--- src/design/vrt_pkg.sv ---
// Purpose: Shared constants of the raster timing generator.
// Assumes: Registers sit on a classic Wishbone slave, one 32-bit word each.
// Notes: All display counters are 12 bits wide; the pixel address is 19 bits wide.
package vrt_pkg;
   // ==========================================================
   // Widths
   localparam int VRT_CW = 12;
   localparam int VRT_WINW = 4;
   localparam int VRT_XW = 19;
   localparam int VRT_AW = 8;

   // ==========================================================
   // Register byte offsets
   localparam logic [7:0] VRT_OFF_CFG = 8'h00;
   localparam logic [7:0] VRT_OFF_HSE = 8'h04;
   localparam logic [7:0] VRT_OFF_HAB = 8'h08;
   localparam logic [7:0] VRT_OFF_HAE = 8'h0c;
   localparam logic [7:0] VRT_OFF_LTC = 8'h10;
   localparam logic [7:0] VRT_OFF_VSE = 8'h14;
   localparam logic [7:0] VRT_OFF_VAB = 8'h18;
   localparam logic [7:0] VRT_OFF_VAE = 8'h1c;
   localparam logic [7:0] VRT_OFF_FTL = 8'h20;
   localparam logic [7:0] VRT_OFF_WIN = 8'h24;
   localparam logic [7:0] VRT_OFF_VST = 8'h28;
   localparam logic [7:0] VRT_OFF_HST = 8'h2c;

   // ==========================================================
   // Fields of display_config_reg
   localparam int VRT_CFG_SSYNC = 0;
   localparam int VRT_CFG_SBLANK = 1;
   localparam int VRT_CFG_INTL_LSB = 2;
   localparam int VRT_CFG_ACC_LSB = 4;
   localparam int VRT_CFG_DSPON = 6;

   // Codes of interlace_setting.
   localparam logic [1:0] VRT_INTL_NONE = 2'h0;
   localparam logic [1:0] VRT_INTL_FULL = 2'h1;
   localparam logic [1:0] VRT_INTL_SYNC = 2'h2;

   // ==========================================================
   // Reset values
   localparam logic [7:0] VRT_CFG_RST = 8'h40;
   localparam logic [11:0] VRT_HSE_RST = 12'h02f;
   localparam logic [11:0] VRT_HAB_RST = 12'h0c5;
   localparam logic [11:0] VRT_HAE_RST = 12'h345;
   localparam logic [11:0] VRT_LTC_RST = 12'h3a9;
   localparam logic [11:0] VRT_VSE_RST = 12'h007;
   localparam logic [11:0] VRT_VAB_RST = 12'h01c;
   localparam logic [11:0] VRT_VAE_RST = 12'h1ac;
   localparam logic [11:0] VRT_FTL_RST = 12'h1ba;
   localparam logic [3:0] VRT_WIN_RST = 4'h0;
endpackage : vrt_pkg

--- src/design/vrt_sync.sv ---
// Purpose: Two-stage synchroniser for pin levels.
// Assumes: Inputs are asynchronous to clk.
// Notes: The first stage is read only by the second stage.
`timescale 1ns/1ps
module vrt_sync import vrt_pkg::*; #(
   parameter int W = 3,
   parameter logic [W-1:0] INIT = '1
) (
   input wire logic clk,
   input wire logic rstn,
   input wire logic [W-1:0] d,
   output logic [W-1:0] q
);
   logic [W-1:0] meta_q;

   // ==========================================================
   // Two flops; pins idle high so the reset value avoids a false edge.
   always_ff @(posedge clk or negedge rstn) begin
      if (!rstn) begin
         meta_q <= INIT;
         q <= INIT;
      end else begin
         meta_q <= d;
         q <= meta_q;
      end
   end
endmodule : vrt_sync

--- src/design/vrt_counter.sv ---
// Purpose: Display counter with clear, advance and optional wrap limit.
// Assumes: Clear has priority over advance.
// Notes: Without a limit the counter wraps at its natural range.
`timescale 1ns/1ps
module vrt_counter import vrt_pkg::*; (
   input wire logic clk,
   input wire logic rstn,
   input wire logic clr,
   input wire logic inc,
   input wire logic lim_en,
   input wire logic [VRT_CW-1:0] limit,
   output logic [VRT_CW-1:0] count_q,
   output logic wrap
);
   logic [VRT_CW-1:0] count_d;
   logic at_lim;

   // ==========================================================
   // End of range is the programmed limit, or all ones when unlimited.
   assign at_lim = lim_en ? (count_q == limit) : (&count_q);
   assign wrap = inc & at_lim & ~clr;
   assign count_d = clr ? '0 : (wrap ? '0 : count_q + VRT_CW'(inc));

   always_ff @(posedge clk or negedge rstn) begin
      if (!rstn) begin
         count_q <= '0;
      end else begin
         count_q <= count_d;
      end
   end
endmodule : vrt_counter

--- src/design/vrt_timing.sv ---
// Purpose: Raster timing generator with master and slave sync modes.
// Assumes: clk is the pixel input clock; one count per clock edge.
// Notes: Sync pins are active low; blank is active high.
//
// Operation
// - All display counters are twelve bits wide.
// - Accelerated modes multiply horizontal pixels by 2/4/8.
// - Slave bits make sync and blank external inputs.
// - Slave mode spans up to sixteen horizontal windows.
// - Slave, windows and acceleration reach 524,288 pixels.
// - External sync leaves scan line count unlimited.
// - Interlaced frames use two alternating line fields.
// - Noninterlaced fields carry every scan line.
// - Interlaced-sync repeats identical content in both fields.
// - Horizontal blank is sync plus both porches.
// - Vertical blank is sync plus both porch groups.
// - Slave waits for falling sync edges.
// - Pixels shift only during the active period.
`timescale 1ns/1ps
module vrt_timing import vrt_pkg::*; (
   input wire logic clk,
   input wire logic rstn,
   input wire logic wb_cyc,
   input wire logic wb_stb,
   input wire logic wb_we,
   input wire logic [VRT_AW-1:0] wb_adr,
   input wire logic [3:0] wb_sel,
   input wire logic [31:0] wb_dat_w,
   output logic [31:0] wb_dat_r,
   output logic wb_ack,
   input wire logic hsync_n_pin,
   output logic hsync_n_drv,
   output logic hsync_n_oe,
   input wire logic vsync_n_pin,
   output logic vsync_n_drv,
   output logic vsync_n_oe,
   input wire logic blank_pin,
   output logic blank_drv,
   output logic blank_oe,
   output logic pixel_shift,
   output logic [VRT_XW-1:0] pixel_x,
   output logic [VRT_CW:0] line_index,
   output logic field_odd,
   output logic [3:0] pixels_per_clk,
   output logic line_start
);
   // ==========================================================
   // Register file
   logic [7:0] display_config_reg_q;
   logic [VRT_CW-1:0] hsync_end_count_q;
   logic [VRT_CW-1:0] h_active_begin_q;
   logic [VRT_CW-1:0] h_active_end_q;
   logic [VRT_CW-1:0] line_total_count_q;
   logic [VRT_CW-1:0] vsync_end_count_q;
   logic [VRT_CW-1:0] v_active_begin_q;
   logic [VRT_CW-1:0] v_active_end_q;
   logic [VRT_CW-1:0] frame_total_lines_q;
   logic [VRT_WINW-1:0] win_last_q;
   logic [31:0] rd_data;
   logic [31:0] rd_status_v;
   logic [31:0] rd_status_h;
   logic wb_req;
   logic wb_wr;

   // Byte-lane merge of a write into a twelve-bit register.
   function automatic logic [VRT_CW-1:0] vrt_merge12(
      input logic [VRT_CW-1:0] old,
      input logic [31:0] dat,
      input logic [3:0] sel
   );
      logic [VRT_CW-1:0] res;
      res = old;
      if (sel[0]) begin
         res[7:0] = dat[7:0];
      end
      if (sel[1]) begin
         res[11:8] = dat[11:8];
      end
      return res;
   endfunction : vrt_merge12

   // ==========================================================
   // Configuration decode
   logic slave_sync;
   logic slave_blank;
   logic [1:0] interlace_setting;
   logic [1:0] accel_bits;
   logic dsp_on;
   logic intl_any;

   assign slave_sync = display_config_reg_q[VRT_CFG_SSYNC];
   assign slave_blank = display_config_reg_q[VRT_CFG_SBLANK];
   assign interlace_setting = display_config_reg_q[VRT_CFG_INTL_LSB +: 2];
   assign accel_bits = display_config_reg_q[VRT_CFG_ACC_LSB +: 2];
   assign dsp_on = display_config_reg_q[VRT_CFG_DSPON];
   assign intl_any = (interlace_setting == VRT_INTL_FULL) || (interlace_setting == VRT_INTL_SYNC);

   // ==========================================================
   // Wishbone slave: one wait state, ack drops the cycle after it rose.
   assign wb_req = wb_cyc & wb_stb & ~wb_ack;
   assign wb_wr = wb_req & wb_we;

   always_ff @(posedge clk or negedge rstn) begin
      if (!rstn) begin
         wb_ack <= 1'b0;
         wb_dat_r <= 32'h0000_0000;
      end else begin
         wb_ack <= wb_req;
         wb_dat_r <= wb_req ? rd_data : 32'h0000_0000;
      end
   end

   // Register writes; reserved bits are not stored and unmapped writes are dropped.
   always_ff @(posedge clk or negedge rstn) begin
      if (!rstn) begin
         display_config_reg_q <= VRT_CFG_RST;
         hsync_end_count_q <= VRT_HSE_RST;
         h_active_begin_q <= VRT_HAB_RST;
         h_active_end_q <= VRT_HAE_RST;
         line_total_count_q <= VRT_LTC_RST;
         vsync_end_count_q <= VRT_VSE_RST;
         v_active_begin_q <= VRT_VAB_RST;
         v_active_end_q <= VRT_VAE_RST;
         frame_total_lines_q <= VRT_FTL_RST;
         win_last_q <= VRT_WIN_RST;
      end else if (wb_wr) begin
         unique case (wb_adr)
            VRT_OFF_CFG: begin
               if (wb_sel[0]) begin
                  display_config_reg_q <= {1'b0, wb_dat_w[6:0]};
               end
            end
            VRT_OFF_HSE: hsync_end_count_q <= vrt_merge12(hsync_end_count_q, wb_dat_w, wb_sel);
            VRT_OFF_HAB: h_active_begin_q <= vrt_merge12(h_active_begin_q, wb_dat_w, wb_sel);
            VRT_OFF_HAE: h_active_end_q <= vrt_merge12(h_active_end_q, wb_dat_w, wb_sel);
            VRT_OFF_LTC: line_total_count_q <= vrt_merge12(line_total_count_q, wb_dat_w, wb_sel);
            VRT_OFF_VSE: vsync_end_count_q <= vrt_merge12(vsync_end_count_q, wb_dat_w, wb_sel);
            VRT_OFF_VAB: v_active_begin_q <= vrt_merge12(v_active_begin_q, wb_dat_w, wb_sel);
            VRT_OFF_VAE: v_active_end_q <= vrt_merge12(v_active_end_q, wb_dat_w, wb_sel);
            VRT_OFF_FTL: frame_total_lines_q <= vrt_merge12(frame_total_lines_q, wb_dat_w, wb_sel);
            VRT_OFF_WIN: begin
               if (wb_sel[0]) begin
                  win_last_q <= wb_dat_w[3:0];
               end
            end
            default: begin
            end
         endcase
      end
   end

   // ==========================================================
   // Pin synchronisers and falling-edge detection.
   logic [2:0] pins_s;
   logic hs_s;
   logic vs_s;
   logic bl_s;
   logic hs_prev_q;
   logic vs_prev_q;
   logic hs_fall;
   logic vs_fall;

   vrt_sync #(.W(3), .INIT(3'h7)) u_sync (
      .clk(clk),
      .rstn(rstn),
      .d({blank_pin, vsync_n_pin, hsync_n_pin}),
      .q(pins_s)
   );

   assign hs_s = pins_s[0];
   assign vs_s = pins_s[1];
   assign bl_s = pins_s[2];

   always_ff @(posedge clk or negedge rstn) begin
      if (!rstn) begin
         hs_prev_q <= 1'b1;
         vs_prev_q <= 1'b1;
      end else begin
         hs_prev_q <= hs_s;
         vs_prev_q <= vs_s;
      end
   end

   // Edges count only while sync is an input, so a mode switch cannot fake one.
   assign hs_fall = slave_sync & hs_prev_q & ~hs_s;
   assign vs_fall = slave_sync & vs_prev_q & ~vs_s;

   // ==========================================================
   // Horizontal and vertical counters.
   logic [VRT_CW-1:0] hcount;
   logic [VRT_CW-1:0] vline;
   logic h_wrap;
   logic v_wrap;
   logic v_inc;
   logic [VRT_WINW-1:0] win_q;
   logic field_q;

   // Master wraps at line_total_count; slave restarts on the hsync edge.
   vrt_counter u_hcnt (
      .clk(clk),
      .rstn(rstn),
      .clr(hs_fall),
      .inc(1'b1),
      .lim_en(~slave_sync),
      .limit(line_total_count_q),
      .count_q(hcount),
      .wrap(h_wrap)
   );

   // In slave mode no frame limit applies; the count simply rolls over.
   assign v_inc = slave_sync ? hs_fall : h_wrap;
   vrt_counter u_vcnt (
      .clk(clk),
      .rstn(rstn),
      .clr(vs_fall),
      .inc(v_inc),
      .lim_en(~slave_sync),
      .limit(frame_total_lines_q),
      .count_q(vline),
      .wrap(v_wrap)
   );

   // Window index extends a slave line past one counter range.
   always_ff @(posedge clk or negedge rstn) begin
      if (!rstn) begin
         win_q <= '0;
      end else if (!slave_sync || hs_fall) begin
         win_q <= '0;
      end else if (h_wrap && (win_q != win_last_q)) begin
         win_q <= win_q + 4'h1;
      end
   end

   // Field parity flips at each field start in the interlaced modes only.
   always_ff @(posedge clk or negedge rstn) begin
      if (!rstn) begin
         field_q <= 1'b0;
      end else if (!intl_any) begin
         field_q <= 1'b0;
      end else if (slave_sync ? vs_fall : v_wrap) begin
         field_q <= ~field_q;
      end
   end

   // ==========================================================
   // Internal timing compares.
   logic h_act_int;
   logic v_act_int;
   logic hsync_int;
   logic vsync_int;
   logic active;
   logic [VRT_CW-1:0] h_rel;
   logic [VRT_XW-1:0] x_next;
   logic [VRT_CW:0] line_next;
   logic [3:0] accel_factor;

   // Blanking covers sync and both porches: everything outside the active span.
   assign h_act_int = (hcount >= h_active_begin_q) && (hcount < h_active_end_q);
   assign v_act_int = (vline >= v_active_begin_q) && (vline < v_active_end_q);
   assign hsync_int = hcount <= hsync_end_count_q;
   assign vsync_int = vline <= vsync_end_count_q;

   // External blank replaces the programmed active window when selected.
   assign active = slave_blank ? ~bl_s : (h_act_int & v_act_int);

   // decode; a factor that does not divide the line is the host's fault.
   assign accel_factor = 4'h1 << accel_bits;
   assign h_rel = slave_blank ? hcount : hcount - h_active_begin_q;
   assign x_next = VRT_XW'({win_q, h_rel}) << accel_bits;

   // Interlaced-sync addresses the same line in both fields.
   assign line_next = (interlace_setting == VRT_INTL_FULL) ? {vline, field_q} :
                      (interlace_setting == VRT_INTL_SYNC) ? {vline, 1'b0} :
                      {1'b0, vline};

   // ==========================================================
   // Pin drivers; enables are high while the pin is an output.
   always_ff @(posedge clk or negedge rstn) begin
      if (!rstn) begin
         hsync_n_drv <= 1'b1;
         vsync_n_drv <= 1'b1;
         blank_drv <= 1'b1;
         hsync_n_oe <= 1'b0;
         vsync_n_oe <= 1'b0;
         blank_oe <= 1'b0;
      end else begin
         hsync_n_drv <= ~hsync_int;
         vsync_n_drv <= ~vsync_int;
         blank_drv <= ~(h_act_int & v_act_int);
         hsync_n_oe <= ~slave_sync;
         vsync_n_oe <= ~slave_sync;
         blank_oe <= ~slave_blank;
      end
   end

   // ==========================================================
   // Pixel stream outputs, one cycle behind the counters.
   always_ff @(posedge clk or negedge rstn) begin
      if (!rstn) begin
         pixel_shift <= 1'b0;
         pixel_x <= '0;
         line_index <= '0;
         field_odd <= 1'b0;
         pixels_per_clk <= 4'h1;
         line_start <= 1'b0;
      end else begin
         pixel_shift <= active & dsp_on;
         pixel_x <= (active & dsp_on) ? x_next : '0;
         line_index <= line_next;
         field_odd <= field_q;
         pixels_per_clk <= accel_factor;
         line_start <= slave_sync ? hs_fall : h_wrap;
      end
   end

   // ==========================================================
   // Read mux; unmapped reads answer zero.
   assign rd_status_v = {18'h0_0000, field_q, active, vline};
   assign rd_status_h = {16'h0000, win_q, hcount};

   always_comb begin
      rd_data = 32'h0000_0000;
      unique case (wb_adr)
         VRT_OFF_CFG: rd_data = {24'h00_0000, display_config_reg_q};
         VRT_OFF_HSE: rd_data = {20'h0_0000, hsync_end_count_q};
         VRT_OFF_HAB: rd_data = {20'h0_0000, h_active_begin_q};
         VRT_OFF_HAE: rd_data = {20'h0_0000, h_active_end_q};
         VRT_OFF_LTC: rd_data = {20'h0_0000, line_total_count_q};
         VRT_OFF_VSE: rd_data = {20'h0_0000, vsync_end_count_q};
         VRT_OFF_VAB: rd_data = {20'h0_0000, v_active_begin_q};
         VRT_OFF_VAE: rd_data = {20'h0_0000, v_active_end_q};
         VRT_OFF_FTL: rd_data = {20'h0_0000, frame_total_lines_q};
         VRT_OFF_WIN: rd_data = {28'h000_0000, win_last_q};
         VRT_OFF_VST: rd_data = rd_status_v;
         VRT_OFF_HST: rd_data = rd_status_h;
         default: rd_data = 32'h0000_0000;
      endcase
   end
endmodule : vrt_timing

--- config.mk ---
export PLATFORM = sky130hd
export DESIGN_NAME = vrt_timing
export DESIGN_NICKNAME = d
export VERILOG_FILES = /design/src/design/vrt_pkg.sv /design/src/design/vrt_sync.sv /design/src/design/vrt_counter.sv /design/src/design/vrt_timing.sv
export SDC_FILE = /design/constraint.sdc
export NUM_CORES = 1
export LEC_CHECK = 0
export ABC_AREA = 1
export BUFFER_PORTS_ARGS = -buffer_cell sky130_fd_sc_hd__clkbuf_2
export CAP_MARGIN = 20
export CORE_ASPECT_RATIO = 1.2
export CORE_MARGIN = 2
export CORE_UTILIZATION = 54
export DETAILED_ROUTE_END_ITERATION = 16
export PLACE_DENSITY = 0.84
export REMOVE_ABC_BUFFERS = 1
export SYNTH_ARGS = -nofsm -noshare
export SYNTH_HDL_FRONTEND = slang
export SYNTH_SLANG_ARGS = --single-unit
--- constraint.sdc ---
create_clock -name clk -period 2.1 [get_ports clk]
set_input_delay 0.105 -clock clk [delete_from_list [all_inputs] [get_ports clk]]
set_output_delay 0.105 -clock clk [all_outputs]
set_load 0.05 [all_outputs]
---- Word level (Yosys, flattened, before mapping) ----
Cells that the tools add are included.
cells by class
  bitwise logic cells ..................... 24
  reduce and logical (&&, ||, !) cells .... 28
  muxes and demuxes ....................... 19
  add/subtract/negate cells ............... 4
  magnitude comparators ................... 6
  shifts and indexed selects .............. 2
  eq/ne operators ......................... 17
operators with widths
  cell                   count
  $pmux 16 s12           1
  $mux 12                5
  $reduce_and 3->1       18
  $eq 8x5->1 const B     4
  $eq 8x6->1 const B     4
  $mux 32                1
  $mux 13                2
  $eq 12x12->1           2
  $ge 12x12->1           2
  $le 12x12->1           2
  $lt 12x12->1           2
  $reduce_and 12->1      2
  $mux 19                1
  $shl 16x2->19          1
  $eq 8x4->1 const B     2
  $add 12x1->12          1
  $add 12x1->12 const B  1
  $and 1x1->1            12
  $not 1->1              12
  $sub 12x12->12         1
  $eq 8x3->1 const B     1
  $logic_not 8->1        1
  $mux 4                 2
  $mux 1                 7
  other kinds (10)       13
storage, ports and cells
  register bits after elaboration ......... 221
  input port bits ......................... 52
  output and inout bits ................... 78

---- Logic depth before layout (Yosys ltp) ----
  depth in word-level cells ............... 10
  gate-level depth with buffers ........... 17
  depth with buffers taken out ............ 17

---- Cells and area by module ----
Synthesis repeated with hierarchy kept, for this count alone.
second synthesis, totals
  cell total of the unflattened synthesis .. 1572
  area total of the unflattened synthesis .. 12111.6 um^2
by module, submodules not included
  module       cells an instance  seq. area each (um^2)  instances  area each (um^2)
  vrt_timing   1310               4434.3                 1          10139.7
  vrt_counter  128                300.3                  2          907.1
  vrt_sync     6                  157.7                  1          157.7

---- Least setup slack after synthesis ----
OpenSTA, ideal clock, no wires.
  path type ............................... register to register
  from .................................... register u_hcnt.count_q[0]
  to ...................................... register pixel_shift
  setup slack ............................. -112 ps
  arrival ................................. 2093 ps
  stages on the path, launching flop included .. 16
  data required time ...................... 1981 ps
  setup time .............................. 119 ps
  cell sequence ........................... dfrtp_1 -> inv_1 -> ha_1 -> inv_1 -> fa_1 -> nand3_1 -> nand2_2 -> nand3_2 -> nand3_2 -> nor2_1 -> nor2_2 -> nand3_1 -> nand2_2 -> nand2_4 -> buf_6 -> inv_1
on the way
  cells in the longest elaborated chain, start to end .. 5
RTL lines
  element                                       line               source
  start, declared                               vrt_counter.sv:12  output logic [VRT_CW-1:0] count_q,
  start signal, assigned                        vrt_counter.sv:28  count_q <= count_d;
  $ge 12x12->1 or $lt 12x12->1 (tied branches)  vrt_timing.sv:258  assign h_act_int = (hcount >= h_active_begin_q) && (hcount < h_active_end_q);
  $logic_and 1x1->1 *                           vrt_timing.sv:258
  $and 1x1->1 *                                 vrt_timing.sv:264  assign active = slave_blank ? ~bl_s : (h_act_int & v_act_int);
  $mux 1 *                                      vrt_timing.sv:264
  $and 1x1->1 *                                 vrt_timing.sv:307  pixel_shift <= active & dsp_on;
  end signal, assigned                          vrt_timing.sv:307
  end, declared                                 vrt_timing.sv:40   output logic pixel_shift,
Mark *: on every way between the ends. The rest lies on a longest branch, timed or not.
A chain may end at the register's enable or synchronous reset.

---- Worst setup path in the final report ----
  from .................................... register line_total_count_q[10]
  to ...................................... register u_vcnt.count_q[11]
on the way
  cells in the longest elaborated chain, start to end .. 8
RTL lines
  element                                                line               source
  start, declared                                        vrt_timing.sv:53   logic [VRT_CW-1:0] line_total_count_q;
  start signal, assigned                                 vrt_timing.sv:136  VRT_OFF_LTC: line_total_count_q <= vrt_merge12(line_total_count_q, wb_dat_w, wb_sel);
  $eq 12x12->1 *                                         vrt_counter.sv:20  assign at_lim = lim_en ? (count_q == limit) : (&count_q);
  $mux 1 *                                               vrt_counter.sv:20
  $and 1x1->1 *                                          vrt_counter.sv:21  assign wrap = inc & at_lim & ~clr;
  $mux 1 *                                               vrt_timing.sv:211  assign v_inc = slave_sync ? hs_fall : h_wrap;
  named net u_vcnt.inc                                   vrt_counter.sv:9   input wire logic inc,
  branches (longest 2 deep; another with $add 12x1->12)  --
  $mux 12 * (2 in a row)                                 vrt_counter.sv:22  assign count_d = clr ? '0 : (wrap ? '0 : count_q + VRT_CW'(inc));
  named net u_vcnt.count_d[11]                           vrt_counter.sv:15  logic [VRT_CW-1:0] count_d;
  end signal, assigned                                   vrt_counter.sv:28
  end, declared                                          vrt_counter.sv:12
Mark *: on every way through the listed nets, which the timed path passes.

==> results.py <==
metrics = {
    "die": {
        "die_height_um": 166,
        "fp-row-count": 59,
        "core_area_um2": 21600,
        "die-area_um2": 23200,
        "dieWidth_um": 139,
        "io_pins": 130,
        "initial_utilization_pct": 54.9,
    },
    "worst_setup_path": {
        "startpoint_type": "flip-flop",
        "timing.reg2reg.setup_slack_ns": -0.35,
        "setup.worst_path.class": "flip-flop to flip-flop",
        "rr_endpoint": "u_vcnt.count_q[11]",
        "crit-reg2reg-launch": "line_total_count_q[10]",
        "timing.critical_path.to_type": "flip-flop",
        "worstRegToRegCells": 14,
        "critPathMaxFanout": 3,
        "cp_data_arrival_time_ns": 2.84,
        "critical_path_required_ns": 2.50,
    },
    "sta": {
        "setup_ws_ns": -0.347,
        "setup-violations-final": 18,
        "period_minus_slack_ns": 2.45,
        "slew_violations": 0,
        "final_hold_violating_endpoints": 0,
        "rsz0062_at_grt": "yes",
        "worst_clock_skew_ns": 0.0285,
        "worst-slew-pin-transition_ns": 0.565,
        "timing.max_slew.rel_slack_pct": 62.3,
        "max_freq_mhz": 409,
        "period_share_pct": 117,
    },
    "finish": {
        "multi_input_area_um2": 6450,
        "nFillCells": 1524,
        "postLayoutCellArea_um2": 15200,
        "area_taken_by_flip_flops_and_latches_um2": 5200,
        "biggestRegsByFlops": "pixel_x x19, wb_dat_r x16, line_index x13",
        "layout.nets": 1857,
        "drive_gt1_share_pct": 29.6,
        "area_delta_synth_final_pct": 28.1,
        "top_register": "pixel_x",
        "largest_register_ff_count": 19,
        "n_antenna_cell": 0,
    },
    "logic_synthesis": {
        "syn_area_per_cell_um2": 7.88,
        "syn-cell-area_um2": 11900,
        "synth-edff-count": 0,
        "yosysWarnings": 0,
        "postSynth.topFlopCell": "sky130_fd_sc_hd__dfrtp_1",
        "synth_async_sr_flop_share_pct": 100,
        "yosys.area.top_type_share_pct": 32.6,
        "synth.largest_area_cell": "sky130_fd_sc_hd__dfrtp_1",
        "netlist_top_cells_area": "sky130_fd_sc_hd__dfrtp_1, sky130_fd_sc_hd__nand2_1, sky130_fd_sc_hd__dfstp_2",
        "post_synth_cell_types": 49,
        "synth_sequential_area_ratio_pct": 43.7,
        "flip_flop_and_latch_count_after_synthesis": 205,
        "synthCells": 1507,
    },
    "route": {
        "dr_total_vias": 11600,
        "first_iter_violations": 1134,
        "postRouteAntennaNets": 0,
        "detailedRoute.firstPassIterationCount": 6,
        "wl_per_cell_um": 18.6,
        "drt-total-wl_mm": 37.5,
        "vias_per_cell": 5.76,
        "drc_errors": 0,
    },
    "clock_network": {
        "tritoncts_num_sinks": 205,
        "cts.clk_slew.worst_paths_ns": 0.06,
        "worst_skew_pair.late_latency_ns": 0.53,
        "htree_levels": 1,
        "clk_path_buf_depth": 3,
        "cts_inserted_buffers": 22,
        "clock-root-buffer": "sky130_fd_sc_hd__clkbuf_16",
        "cts_tree": "built",
    },
    "power": {
        "vdd_ir_drop_max_mv": 0.800,
        "finalPower_mw": 13.3,
        "p_leak_nw": 7.31,
        "power_density_nw_per_um2": 873,
    },
    "global_routing": {
        "grt_pass1_vias": 11400,
        "grt_pass1_wl_mm": 57.2,
        "global_route_met3_usage_pct": 4.80,
        "grt_antenna_before_repair": 0,
        "grt_max_usage_layer": "met2",
        "routing_usage_on_met2_pct": 54.7,
        "grt_overflow": 0,
        "grt_max_degree": 68,
        "grtUsageMet1_pct": 35.3,
        "grt.total_usage_pct": 30.9,
    },
    "placed_design": {
        "dp.final_hpwl_mm": 26.7,
        "placement_stage_cell_area_um2": 13300,
        "io_buffer_count": 91,
        "finalWeightedCongestion": 1.00,
    },
    "job": {
        "timing.max_cap.violations": 0,
    },
    "hold_path": {
        "min_path_cells": 3,
        "min_to": "frame_total_lines_q[11]",
        "holdCritStartpoint": "wb_dat_w[11]",
        "hold_path_class": "primary input to flip-flop",
    },
    "run_status": {
        "run_status": "finished with violations",
        "violations": "setup timing",
    },
}
==> placed cells by master (no fill, tap or decap), drive strengths merged <==
cell and instances:
a2111oi 1, a211oi 2, a21o 3, a21oi 47, a221oi 1, a22o 2, a32oi 1, and3 1
buf 135, bufinv 2, clkbuf 123, clkinv 5, clkinvlp 2, conb 16, dfrtp 155, dfstp 50
dlygate4sd3 6, fa 1, ha 76, inv 226, nand2 392, nand3 92, nand4 16, nor2 123
nor2b 1, nor3 21, nor3b 1, nor4 2, o2111ai 1, o211ai 2, o21a 1, o21ai 151
o21bai 1, o22ai 51, or2 4, xnor2 19, xor2 11
==> synthesized netlist by cell type (2+ instances only) <==
library cell / instances
sky130_fd_sc_hd__a211oi_1: 2
sky130_fd_sc_hd__a21o_1: 3
sky130_fd_sc_hd__a21oi_1: 47
sky130_fd_sc_hd__a22o_1: 2
sky130_fd_sc_hd__buf_2: 15
sky130_fd_sc_hd__buf_4: 19
sky130_fd_sc_hd__buf_6: 2
sky130_fd_sc_hd__clkbuf_1: 15
sky130_fd_sc_hd__dfrtp_1: 155
sky130_fd_sc_hd__dfstp_2: 50
sky130_fd_sc_hd__ha_1: 76
sky130_fd_sc_hd__inv_1: 218
sky130_fd_sc_hd__inv_2: 8
sky130_fd_sc_hd__nand2_1: 372
sky130_fd_sc_hd__nand2_2: 16
sky130_fd_sc_hd__nand3_1: 87
sky130_fd_sc_hd__nand3_2: 5
sky130_fd_sc_hd__nand4_1: 15
sky130_fd_sc_hd__nor2_1: 108
sky130_fd_sc_hd__nor2_2: 11
sky130_fd_sc_hd__nor2_4: 3
sky130_fd_sc_hd__nor3_1: 10
sky130_fd_sc_hd__nor3_2: 8
sky130_fd_sc_hd__nor3_4: 3
sky130_fd_sc_hd__nor4_1: 2
sky130_fd_sc_hd__o211ai_1: 2
sky130_fd_sc_hd__o21ai_0: 124
sky130_fd_sc_hd__o21ai_1: 27
sky130_fd_sc_hd__o22ai_1: 51
sky130_fd_sc_hd__or2_2: 4
sky130_fd_sc_hd__xnor2_1: 19
sky130_fd_sc_hd__xor2_1: 11
==> cell families (layout without fill, tap and decap cells) <==
| family | Yosys count | count (layout) | synth area share [%] |
|---|---|---|---|
| XOR/XNOR | 30 | 30 | 2.21 |
| adder cells (fa/ha/maj) | 77 | 77 | 8.17 |
| AO/OA/AOI/OAI | 264 | 264 | 12.0 |
| buffers and inverters | 280 | 499 | 9.74 |
| AND/OR/NAND/NOR | 650 | 653 | 24.1 |
| other | 1 | 16 | 0.0316 |
| flip-flops | 205 | 205 | 43.7 |
==> critical path, cell delays in order (launching register included) <==
cell	delay, ns
sky130_fd_sc_hd__dfrtp_1	0.39
sky130_fd_sc_hd__xnor2_1	0.25
sky130_fd_sc_hd__nand4_1	0.22
sky130_fd_sc_hd__nor2_1	0.21
sky130_fd_sc_hd__nand2_1	0.14
sky130_fd_sc_hd__nand2_2	0.14
sky130_fd_sc_hd__ha_4	0.18
sky130_fd_sc_hd__nand3_4	0.08
sky130_fd_sc_hd__nor2_4	0.11
sky130_fd_sc_hd__inv_2	0.06
sky130_fd_sc_hd__nor2_4	0.13
sky130_fd_sc_hd__nand2_2	0.09
sky130_fd_sc_hd__nor2_2	0.12
sky130_fd_sc_hd__xor2_1	0.15
sky130_fd_sc_hd__nor2_1	0.06
==> stage by stage <==
stage / cells / setup WS [ns] / setup TNS, ns / hold slack [ns] / utilization [%]
4_1_cts: 2008 / -0.0780 / -0.400 / 0.0000818 / 67.2
6_report: 2018 / -0.347 / -2.20 / 0.00772 / 70.4
2_1_floorplan: 1469 / -0.0860 / -1.24 / -0.191 / -
5_1_grt: 2018 / -0.383 / -3.74 / 0.0370 / 70.4
3_5_place_dp: 1949 / -0.263 / -3.53 / 0.137 / 61.7
3_3_place_gp: 1949 / -0.205 / -2.07 / 0.130 / 61.7
==> layer usage <==
layer	part of all wire [%]	vias to the layer above
met5	0	-
met4	7.0	0
met3	8.0	190
met2	50	673
met1	35	5477
li1	-	5288
==> what timing repair did <==
action                                  CTS  global route
hold endpoints to repair                 68             0
hold buffers                              6             0
gates cloned                              1             2
pin swaps                                30            70
endpoints found under the setup margin   29            46
resized for setup                        60           142
setup buffers                            13            11
==> cell type report <==
| class | count | area share [%] |
|---|---|---|
| Multi-Input combinational cell | 1040 | 42.4 |
| Sequential cell | 205 | 34.2 |
| Timing Repair Buffer | 232 | 10.7 |
| Inverter | 227 | 5.62 |
| Clock buffer | 32 | 4.19 |
| Tap cell | 274 | 2.25 |
| Clock inverter | 8 | 0.724 |
==> where the power goes <==
| part | internal, mW | total, mW | switching (mW) |
|---|---|---|---|
| combinational | 1.83 | 4.98 | 3.16 |
| clock | 2.37 | 4.00 | 1.63 |
| sequential | 4.17 | 4.31 | 0.138 |
| total | 8.36 | 13.3 | 4.93 |
==> how the worst max path moves through the flow <==
stage,slack [ns],depth (start not counted),from,endpoint
floorplan,-0.09,14,u_hcnt.count_q[0],pixel_x[10]
global placement,-0.20,14,line_total_count_q[0],u_vcnt.count_q[11]
detailed placement,-0.26,14,line_total_count_q[0],u_vcnt.count_q[11]
CTS,-0.08,14,line_total_count_q[0],u_vcnt.count_q[11]
global route,-0.38,15,line_total_count_q[9],u_vcnt.count_q[11]
finish,-0.35,14,line_total_count_q[10],u_vcnt.count_q[11]
No activity file was read; power rests on OpenSTA's default activity.
